$ cat src/itc_pkg.sv
`default_nettype none
package itc_pkg;
  localparam int NUM_CNT = 3;

  // Port map on the I/O bus
  localparam logic [7:0] ADDR_CNT0 = 8'h40;
  localparam logic [7:0] ADDR_CTL  = 8'h43;

  // Control word fields
  localparam int CW_SEL_HI  = 7;
  localparam int CW_SEL_LO  = 6;
  localparam int CW_RW_HI   = 5;
  localparam int CW_RW_LO   = 4;
  localparam int CW_MODE_HI = 3;
  localparam int CW_MODE_LO = 1;
  localparam int CW_BCD     = 0;
  localparam int RB_NOCNT   = 5;
  localparam int RB_NOST    = 4;
  localparam int RB_SEL0    = 1;
  localparam logic [1:0] SEL_RB = 2'h3;

  // Byte access codes
  localparam logic [1:0] RW_LATCH = 2'h0;
  localparam logic [1:0] RW_LSB   = 2'h1;
  localparam logic [1:0] RW_MSB   = 2'h2;
  localparam logic [1:0] RW_BOTH  = 2'h3;

  // Normalised mode codes
  localparam logic [2:0] MODE_0 = 3'h0;
  localparam logic [2:0] MODE_1 = 3'h1;
  localparam logic [2:0] MODE_2 = 3'h2;
  localparam logic [2:0] MODE_3 = 3'h3;
  localparam logic [2:0] MODE_4 = 3'h4;
  localparam logic [2:0] MODE_5 = 3'h5;

  // Status byte fields
  localparam int ST_OUT  = 7;
  localparam int ST_NULL = 6;

  // Count values and reset values
  localparam logic [15:0] CNT_ONE   = 16'h0001;
  localparam logic [15:0] CNT_TWO   = 16'h0002;
  localparam logic [15:0] RST_COUNT = 16'h0000;
  localparam logic [1:0]  RST_RW    = 2'h3;
  localparam logic [2:0]  RST_MODE  = 3'h0;
  localparam logic        RST_BCD   = 1'b0;
  localparam logic        RST_OUT   = 1'b0;
  localparam logic [7:0]  RST_RDATA = 8'h00;

  typedef enum logic [1:0] {CE_IDLE, CE_WAIT, CE_RUN} itc_ce_e;

  // Top mode bit is a don't-care for the two periodic modes
  function automatic logic [2:0] itc_mode_norm(input logic [2:0] m);
    return m[1] ? {1'b0, m[1:0]} : m;
  endfunction : itc_mode_norm

  function automatic logic itc_port_hit(input logic [7:0] addr, input int idx);
    return addr == (ADDR_CNT0 + 8'(idx));
  endfunction : itc_port_hit
endpackage : itc_pkg
`default_nettype wire

$ cat src/itc_timer.sv
`timescale 1ns/1ps
`default_nettype none
// Notes on behaviour
// - Byte-access field picks low, high or both
// - Access field 00 latches the current count
// - Bits 3:1 choose one of six modes
// - Mode 0 raises output at terminal count
// - Mode 1 is gate-retriggerable one-shot
// - Mode X10 divides input clock by n
// - Mode X11 makes a square wave
// - Mode 4 strobe started by count write
// - Mode 5 strobe started by gate edge
// - Bit 0 clear counts down in binary
// - Bit 0 set counts down in BCD
// - Bits 7:6 select counter 0, 1, 2
// - Top bits 11 mean read-back command
// - Read-back captures count, mode, output, null flag
// - Port reads return latched status and/or count
// - Bit 5 low latches selected counts
// - Bit 4 low latches selected status bytes
// - Bits 3, 2, 1 select counters 2, 1, 0
module itc_timer (
  // Clock and reset
  input  wire logic       sys_clk,
  input  wire logic       rst_n,
  // I/O port access
  input  wire logic [7:0] io_addr,
  input  wire logic       io_wr,
  input  wire logic       io_rd,
  input  wire logic [7:0] io_wdata,
  output var  logic [7:0] io_rdata_q,
  // Counter pins
  input  wire logic [itc_pkg::NUM_CNT-1:0] cnt_clk_pin,
  input  wire logic [itc_pkg::NUM_CNT-1:0] cnt_gate_pin,
  output wire logic [itc_pkg::NUM_CNT-1:0] cnt_out
);
  import itc_pkg::*;

  logic [NUM_CNT-1:0] clk_s1_q, clk_s2_q, clk_s3_q;
  logic [NUM_CNT-1:0] gate_s1_q, gate_s2_q, gate_s3_q;
  logic               wr_ctl;
  logic               rb_cmd;
  logic [1:0]         rw_field;
  logic [7:0]         rdata_d;
  logic [15:0]        ce        [NUM_CNT];
  logic [2:0]         mode      [NUM_CNT];
  logic               bcd       [NUM_CNT];
  logic               null_w    [NUM_CNT];
  logic [1:0]         rw_q      [NUM_CNT];
  logic               wr_hi_q   [NUM_CNT];
  logic [7:0]         lo_hold_q [NUM_CNT];
  logic [15:0]        cnt_lat_q [NUM_CNT];
  logic               cnt_lat_v_q [NUM_CNT];
  logic               rd_hi_q   [NUM_CNT];
  logic [7:0]         st_lat_q  [NUM_CNT];
  logic               st_lat_v_q [NUM_CNT];
  logic [7:0]         rd_byte   [NUM_CNT];
  logic               cnt_req   [NUM_CNT];
  logic               port_rd   [NUM_CNT];
  logic               prog      [NUM_CNT];

  // Pins are asynchronous to sys_clk; third stage only for edges
  always_ff @(posedge sys_clk) begin
    if (!rst_n) begin
      clk_s1_q  <= '0;
      clk_s2_q  <= '0;
      clk_s3_q  <= '0;
      gate_s1_q <= '0;
      gate_s2_q <= '0;
      gate_s3_q <= '0;
    end else begin
      clk_s1_q  <= cnt_clk_pin;
      clk_s2_q  <= clk_s1_q;
      clk_s3_q  <= clk_s2_q;
      gate_s1_q <= cnt_gate_pin;
      gate_s2_q <= gate_s1_q;
      gate_s3_q <= gate_s2_q;
    end
  end

  assign wr_ctl   = io_wr && io_addr == ADDR_CTL;
  assign rb_cmd   = wr_ctl && io_wdata[CW_SEL_HI:CW_SEL_LO] == SEL_RB;
  assign rw_field = io_wdata[CW_RW_HI:CW_RW_LO];

  for (genvar i = 0; i < NUM_CNT; i++) begin : g_cnt
    logic        sel_hit;
    logic        rb_sel;
    logic        st_req;
    logic        port_wr;
    logic        load;
    logic [15:0] cr_val;
    logic [15:0] src;

    assign sel_hit    = wr_ctl && io_wdata[CW_SEL_HI:CW_SEL_LO] == 2'(i);
    assign prog[i]    = sel_hit && rw_field != RW_LATCH;
    assign rb_sel     = rb_cmd && io_wdata[RB_SEL0 + i];
    assign cnt_req[i] = (sel_hit && rw_field == RW_LATCH)
                        || (rb_sel && !io_wdata[RB_NOCNT]);
    assign st_req     = rb_sel && !io_wdata[RB_NOST];
    assign port_wr    = io_wr && itc_port_hit(io_addr, i);
    assign port_rd[i] = io_rd && itc_port_hit(io_addr, i);
    assign load       = port_wr && (rw_q[i] != RW_BOTH || wr_hi_q[i]);
    assign cr_val     = rw_q[i] == RW_LSB ? {8'h00, io_wdata} :
                        rw_q[i] == RW_MSB ? {io_wdata, 8'h00} : {io_wdata, lo_hold_q[i]};
    assign src        = cnt_lat_v_q[i] ? cnt_lat_q[i] : ce[i];

    always_comb begin
      if (st_lat_v_q[i]) begin
        rd_byte[i] = st_lat_q[i];
      end else if (rw_q[i] == RW_MSB || (rw_q[i] == RW_BOTH && rd_hi_q[i])) begin
        rd_byte[i] = src[15:8];
      end else begin
        rd_byte[i] = src[7:0];
      end
    end

    always_ff @(posedge sys_clk) begin
      if (!rst_n) begin
        rw_q[i]      <= RST_RW;
        wr_hi_q[i]   <= 1'b0;
        lo_hold_q[i] <= 8'h00;
      end else if (prog[i]) begin
        rw_q[i]    <= rw_field;
        wr_hi_q[i] <= 1'b0;
      end else if (port_wr && rw_q[i] == RW_BOTH) begin
        wr_hi_q[i] <= ~wr_hi_q[i];
        if (!wr_hi_q[i]) begin
          lo_hold_q[i] <= io_wdata;
        end
      end
    end

    // Status goes first; the count byte pointer waits behind it
    always_ff @(posedge sys_clk) begin
      if (!rst_n || prog[i]) begin
        st_lat_v_q[i]  <= 1'b0;
        cnt_lat_v_q[i] <= 1'b0;
        rd_hi_q[i]     <= 1'b0;
        cnt_lat_q[i]   <= RST_COUNT;
        st_lat_q[i]    <= 8'h00;
      end else begin
        if (port_rd[i] && st_lat_v_q[i]) begin
          st_lat_v_q[i] <= 1'b0;
        end else if (port_rd[i]) begin
          rd_hi_q[i] <= rw_q[i] == RW_BOTH && !rd_hi_q[i];
          if (rw_q[i] != RW_BOTH || rd_hi_q[i]) begin
            cnt_lat_v_q[i] <= 1'b0;
          end
        end
        // Setting after clearing lets a same-cycle latch win
        if (cnt_req[i] && !cnt_lat_v_q[i]) begin
          cnt_lat_q[i]   <= ce[i];
          cnt_lat_v_q[i] <= 1'b1;
        end
        if (st_req && !st_lat_v_q[i]) begin
          st_lat_q[i]   <= {cnt_out[i], null_w[i], rw_q[i], mode[i], bcd[i]};
          st_lat_v_q[i] <= 1'b1;
        end
      end
    end

    itc_counter itc_counter_inst (
      .sys_clk   (sys_clk),
      .rst_n     (rst_n),
      .tick      (clk_s2_q[i] && !clk_s3_q[i]),
      .gate      (gate_s2_q[i]),
      .gate_rise (gate_s2_q[i] && !gate_s3_q[i]),
      .prog      (prog[i]),
      .prog_mode (io_wdata[CW_MODE_HI:CW_MODE_LO]),
      .prog_bcd  (io_wdata[CW_BCD]),
      .load      (load),
      .cr_val    (cr_val),
      .ce_q      (ce[i]),
      .mode_q    (mode[i]),
      .bcd_q     (bcd[i]),
      .out_q     (cnt_out[i]),
      .null_q    (null_w[i])
    );
  end

  // Unmapped and control-port reads return zero
  always_comb begin
    rdata_d = RST_RDATA;
    for (int k = 0; k < NUM_CNT; k++) begin
      if (itc_port_hit(io_addr, k)) begin
        rdata_d = rd_byte[k];
      end
    end
  end

  always_ff @(posedge sys_clk) begin
    if (!rst_n) begin
      io_rdata_q <= RST_RDATA;
    end else if (io_rd) begin
      io_rdata_q <= rdata_d;
    end
  end
endmodule : itc_timer
`default_nettype wire

$ cat src/itc_counter.sv
`timescale 1ns/1ps
`default_nettype none
module itc_counter (
  // Clock and reset
  input  wire logic        sys_clk,
  input  wire logic        rst_n,
  // Synchronised pin events
  input  wire logic        tick,
  input  wire logic        gate,
  input  wire logic        gate_rise,
  // Programming
  input  wire logic        prog,
  input  wire logic [2:0]  prog_mode,
  input  wire logic        prog_bcd,
  input  wire logic        load,
  input  wire logic [15:0] cr_val,
  // Counter state
  output var  logic [15:0] ce_q,
  output var  logic [2:0]  mode_q,
  output var  logic        bcd_q,
  output var  logic        out_q,
  output var  logic        null_q
);
  import itc_pkg::*;

  itc_ce_e     st_q;
  logic [15:0] cr_q;
  logic        trig_q;
  logic [2:0]  m;
  logic        hw_trig;
  logic        run_en;
  logic        do_load;
  logic        step;

  // Decade borrow chain when in BCD, plain wrap otherwise
  function automatic logic [15:0] itc_dec(input logic [15:0] v, input logic bcd);
    logic [15:0] r;
    logic        brw;
    r   = v;
    brw = 1'b1;
    if (!bcd) begin
      r = v - CNT_ONE;
    end else begin
      for (int d = 0; d < 4; d++) begin
        if (brw && r[d*4 +: 4] == 4'h0) begin
          r[d*4 +: 4] = 4'h9;
        end else if (brw) begin
          r[d*4 +: 4] = r[d*4 +: 4] - 4'h1;
          brw = 1'b0;
        end
      end
    end
    return r;
  endfunction : itc_dec

  assign m       = itc_mode_norm(mode_q);
  assign hw_trig = (m == MODE_1) || (m == MODE_5);
  // Gate low pauses every mode except the gate-started ones
  assign run_en  = hw_trig || gate;
  assign do_load = tick && (trig_q || (!hw_trig && st_q == CE_WAIT));
  assign step    = tick && st_q == CE_RUN && run_en;

  always_ff @(posedge sys_clk) begin
    if (!rst_n) begin
      mode_q <= RST_MODE;
      bcd_q  <= RST_BCD;
    end else if (prog) begin
      mode_q <= prog_mode;
      bcd_q  <= prog_bcd;
    end
  end

  always_ff @(posedge sys_clk) begin
    if (!rst_n || prog) begin
      trig_q <= 1'b0;
    end else if (gate_rise && st_q != CE_IDLE && m != MODE_0 && m != MODE_4) begin
      trig_q <= 1'b1;
    end else if (do_load) begin
      trig_q <= 1'b0;
    end
  end

  always_ff @(posedge sys_clk) begin
    if (!rst_n) begin
      st_q   <= CE_IDLE;
      ce_q   <= RST_COUNT;
      cr_q   <= RST_COUNT;
      out_q  <= RST_OUT;
      null_q <= 1'b1;
    end else if (prog) begin
      st_q   <= CE_IDLE;
      null_q <= 1'b1;
      out_q  <= itc_mode_norm(prog_mode) != MODE_0;
    end else if (load) begin
      cr_q   <= cr_val;
      null_q <= 1'b1;
      // Periodic modes pick up a new count only at the next reload
      if (st_q == CE_IDLE || m == MODE_0 || m == MODE_4) begin
        st_q <= CE_WAIT;
      end
      if (m == MODE_0) begin
        out_q <= 1'b0;
      end
    end else if (do_load) begin
      ce_q   <= cr_q;
      null_q <= 1'b0;
      st_q   <= CE_RUN;
      out_q  <= m != MODE_0 && m != MODE_1;
    end else if (st_q == CE_RUN && !run_en && (m == MODE_2 || m == MODE_3)) begin
      out_q <= 1'b1;
    end else if (step) begin
      case (m)
        MODE_2: begin
          if (ce_q == CNT_ONE) begin
            ce_q  <= cr_q;
            out_q <= 1'b1;
          end else begin
            ce_q  <= itc_dec(ce_q, bcd_q);
            out_q <= ce_q != CNT_TWO;
          end
        end
        MODE_3: begin
          if (ce_q == CNT_ONE || ce_q == CNT_TWO) begin
            ce_q  <= cr_q;
            out_q <= ~out_q;
          end else begin
            ce_q <= itc_dec(itc_dec(ce_q, bcd_q), bcd_q);
          end
        end
        MODE_4, MODE_5: begin
          ce_q  <= itc_dec(ce_q, bcd_q);
          out_q <= ce_q != CNT_ONE;
        end
        default: begin
          ce_q <= itc_dec(ce_q, bcd_q);
          if (ce_q == CNT_ONE) begin
            out_q <= 1'b1;
          end
        end
      endcase
    end
  end
endmodule : itc_counter
`default_nettype wire

$ cat config.mk
export PLATFORM = sky130hd
export DESIGN_NAME = itc_timer
export DESIGN_NICKNAME = d
export VERILOG_FILES = /design/src/itc_pkg.sv /design/src/itc_timer.sv /design/src/itc_counter.sv
export SDC_FILE = /design/constraint.sdc
export NUM_CORES = 1
export LEC_CHECK = 0
export ABC_CLOCK_PERIOD_IN_PS = 9800
export BUFFER_PORTS_ARGS = -buffer_cell sky130_fd_sc_hd__buf_4
export CAP_MARGIN = 20
export CORE_MARGIN = 1
export CORE_UTILIZATION = 63
export CTS_CLUSTER_SIZE = 25
export DETAILED_ROUTE_END_ITERATION = 10
export PLACE_DENSITY = 0.85
export SETUP_SLACK_MARGIN = 0.05
export SYNTH_ARGS = -nofsm -noshare
export SYNTH_HDL_FRONTEND = slang
export SYNTH_SLANG_ARGS = --single-unit
$ cat constraint.sdc
create_clock -name sys_clk -period 9.8 [get_ports sys_clk]
set_input_delay 1.96 -clock sys_clk [delete_from_list [all_inputs] [get_ports sys_clk]]
set_output_delay 1.96 -clock sys_clk [all_outputs]
set_load 0.05 [all_outputs]
==> results.sh <==
export IMPL_cp_arrival_ns=5.39
export IMPL_num_rows=62
export IMPL_start_kind="input pin"
export IMPL_dr_pass1_iters=7
export IMPL_area_delta_synth_final_pct=6.691
export IMPL_pre_cts_slack_ns=4.407
export IMPL_nets=2232
export IMPL_grt_usage_pct=39.11
export IMPL_hp_class="reg -> reg"
export IMPL_critical_path_buf_inv_count=1
export IMPL_setup_violations=0
export IMPL_mostFrequentLayoutCells="222 x nor2_1, 185 x nand2_1, 160 x a21oi_1"
export IMPL_crit_chain="buf_4 > nor4b_1 > nand3_1 > or3_1 > nand2_1 > a21o_1 > a31oi_1 > o2111a_1 > a2111oi_0"
export IMPL_fin_ws_ns=4.862
export IMPL_clk_latency_ns=0.57
export IMPL_relSlewSlack_pct=28.84
export IMPL_cts_root_buf="clkbuf_16"
export IMPL_die_w_um=174.0
export IMPL_p_leak_nw=7.384
export IMPL_finalHoldViolations=0
export IMPL_clock_skew_ns=0.02965
export IMPL_ctsHoldBuffers=0
export IMPL_path_depth=9
export IMPL_grt_max_degree=66
export IMPL_powerDensity_mw_per_mm2=122.0
export IMPL_crit_type="in -> reg"
export IMPL_die_area_mm2=0.03029
export IMPL_gp_congestion=0.9830
export IMPL_num_vias=18500
export IMPL_fin_crit_sh_pct=50.39
export IMPL_grt_ovfl_total=0
export IMPL_worstHoldPathCells=1
export IMPL_rsz0062_at_grt="false"
export IMPL_syn_inst=2255
export IMPL_grt_pass1_wl_um=94470
export IMPL_slew_violations=0
export IMPL_synthDistinctLibCells=100
export IMPL_syn_avg_cell_area_um2=8.268
export IMPL_vias_per_cell=7.191
export IMPL_cts_max_path_buffers=3
export IMPL_hold_slack_ns=0.4385
export IMPL_synth_seq_area_share_pct=34.31
export IMPL_clkTransAtPathRegs_ns=0.06
export IMPL_crit_slowest_cell="or3_1"
export IMPL_ant_nets=0
export IMPL_rr_worst_depth=14
export IMPL_final_common_cell="nor2_1"
export IMPL_crit_family="simple AND/OR/NAND/NOR gates"
export IMPL_required_ns=10.25
export IMPL_drc=0
export IMPL_worst_slew_pin_transition_ns=1.065
export IMPL_ios=37
export IMPL_async_flop_share_pct=0
export IMPL_first_global_vias=17050
export IMPL_fin_util_pct=68.75
export IMPL_synth_area_mm2=0.01864
export IMPL_cts_setup_buffers=0
export IMPL_dr_first_iter_drc_count=2475
export IMPL_cp_max_fo=19
export IMPL_htree_levels=1
export IMPL_synth_edf_count=113
export IMPL_cap_violations=0
export IMPL_status="finished, final reports clean"
export IMPL_cts_repair_resized=0
export IMPL_wire_per_inst_um=23.56
export IMPL_grt_antenna_before_repair=0
export IMPL_ys_top_cells_by_area="edfxtp_1 18%, dfxtp_1 16%, nor2_1 4.5%, a21oi_1 4.3%, nand2_1 3.7%"
export IMPL_numClockSinks=263
export IMPL_cts_tree="yes"
export IMPL_hpwl_um=43070
export IMPL_critical_path_max_stage_delay_ns=0.82
export IMPL_coreArea_mm2=0.02894
export IMPL_fin_crit_ns=4.938
export IMPL_n_antenna_cell=0
export IMPL_yosysTopAreaCell="edfxtp_1"
export IMPL_synth_ff_type="dfxtp_1"
export IMPL_end_kind="flip-flop"
export IMPL_ir_drop_mv=0.1704
export IMPL_wl_um=60610
export IMPL_cts_made_buffers=28
export IMPL_synth_top_cell_area_share_pct=18.20
export IMPL_ys_seq_elements=263
export IMPL_fp_dieH_um=174.0
export IMPL_finalSetupTns_ns=0
export IMPL_start_util_pct=64.43
export IMPL_drive_gt1_share_pct=9.411
export IMPL_portBuffers=36
export IMPL_max_freq_ghz=0.2025
export IMPL_yosys_warnings=0
export IMPL_synthesis_nets=2320
-- power breakdown --
part / switching, mW / leakage (nW) / internal, mW
Clock: 0.460 / 0.470 / 0.668
Sequential: 0.0194 / 2.38 / 1.16
Combinational: 0.0796 / 4.53 / 0.0381
Total: 0.559 / 7.38 / 1.87
-- synth_stat cells (19+ instances only) --
library cell / n
nor4_1: 19
nor2_1: 222
a21oi_1: 160
dfxtp_1: 150
o211ai_1: 24
clkbuf_1: 156
edfxtp_1: 113
nor3_1: 102
and3_1: 53
nor3b_1: 23
and2_1: 75
mux4_2: 24
xnor2_1: 31
nand2_1: 185
o21ai_0: 127
o22ai_1: 25
or3_1: 20
inv_1: 63
nand2b_1: 27
nand3_1: 63
a31oi_1: 43
a211oi_1: 54
mux2i_1: 58
ha_1: 39
-- layout make-up --
type	count	area, um^2
Clock buffer	34	733.2
Fill cell	2310	9044
Sequential cell	263	6399
Inverter	66	247.7
Clock inverter	18	246.5
Tap cell	384	480.5
Multi-Input combinational cell	1744	11300
Timing Repair Buffer	64	481.7
-- kinds of logic after synthesis --
group	count (synthesis)	synth area share [%]
buffers and inverters	248	5.214
and+or+nand+nor	895	24.72
DFF	263	34.31
adders and majority gates	39	2.617
xor gates and xnor gates	47	2.208
AOI/OAI and AO/OA	668	24.14
muxes	95	6.798
-- final timing paths --
kind	start	end	slack (ns)
max	io_addr[5]	g_cnt[1].itc_counter_inst.ce_q[6]	4.86
min	gate_s1_q[1]	gate_s2_q[1]	0.44
max reg2reg	g_cnt[1].itc_counter_inst.ce_q[0]	g_cnt[1].itc_counter_inst.ce_q[15]	5.14
min reg2reg	gate_s1_q[1]	gate_s2_q[1]	0.44
-- metrics by stage --
step	instance area, um^2	power, mW	cells
2_1_floorplan	18640	1.273	2255
3_3_place_gp	18900	1.312	2519
3_5_place_dp	18900	1.317	2519
4_1_cts	19880	2.416	2571
5_1_grt	19890	2.474	2573
6_report	19890	2.427	2573
-- registers in the layout (all words and copies together) (netlist names), 6 cells and up --
| signal | flops |
|---|---|
| g_cnt.itc_counter_inst.cr_q | 48 |
| g_cnt.itc_counter_inst.st_q | 6 |
| io_rdata_q | 8 |
| lo_hold_q | 24 |
| g_cnt.itc_counter_inst.mode_q | 9 |
| g_cnt.itc_counter_inst.ce_q | 48 |
| st_lat_q | 24 |
| cnt_lat_q | 48 |
| rw_q | 6 |
-- per-layer routing --
metal  vias to the layer above  GRT usage [%]  wire length, um
li1                       8281              -                -
met1                      8707          51.59            23290
met2                      1263          62.08            27390
met3                       251          6.693             6645
met4                         0          19.44             3281
met5                         -              0                0
(Power assumes the default switching activity.)
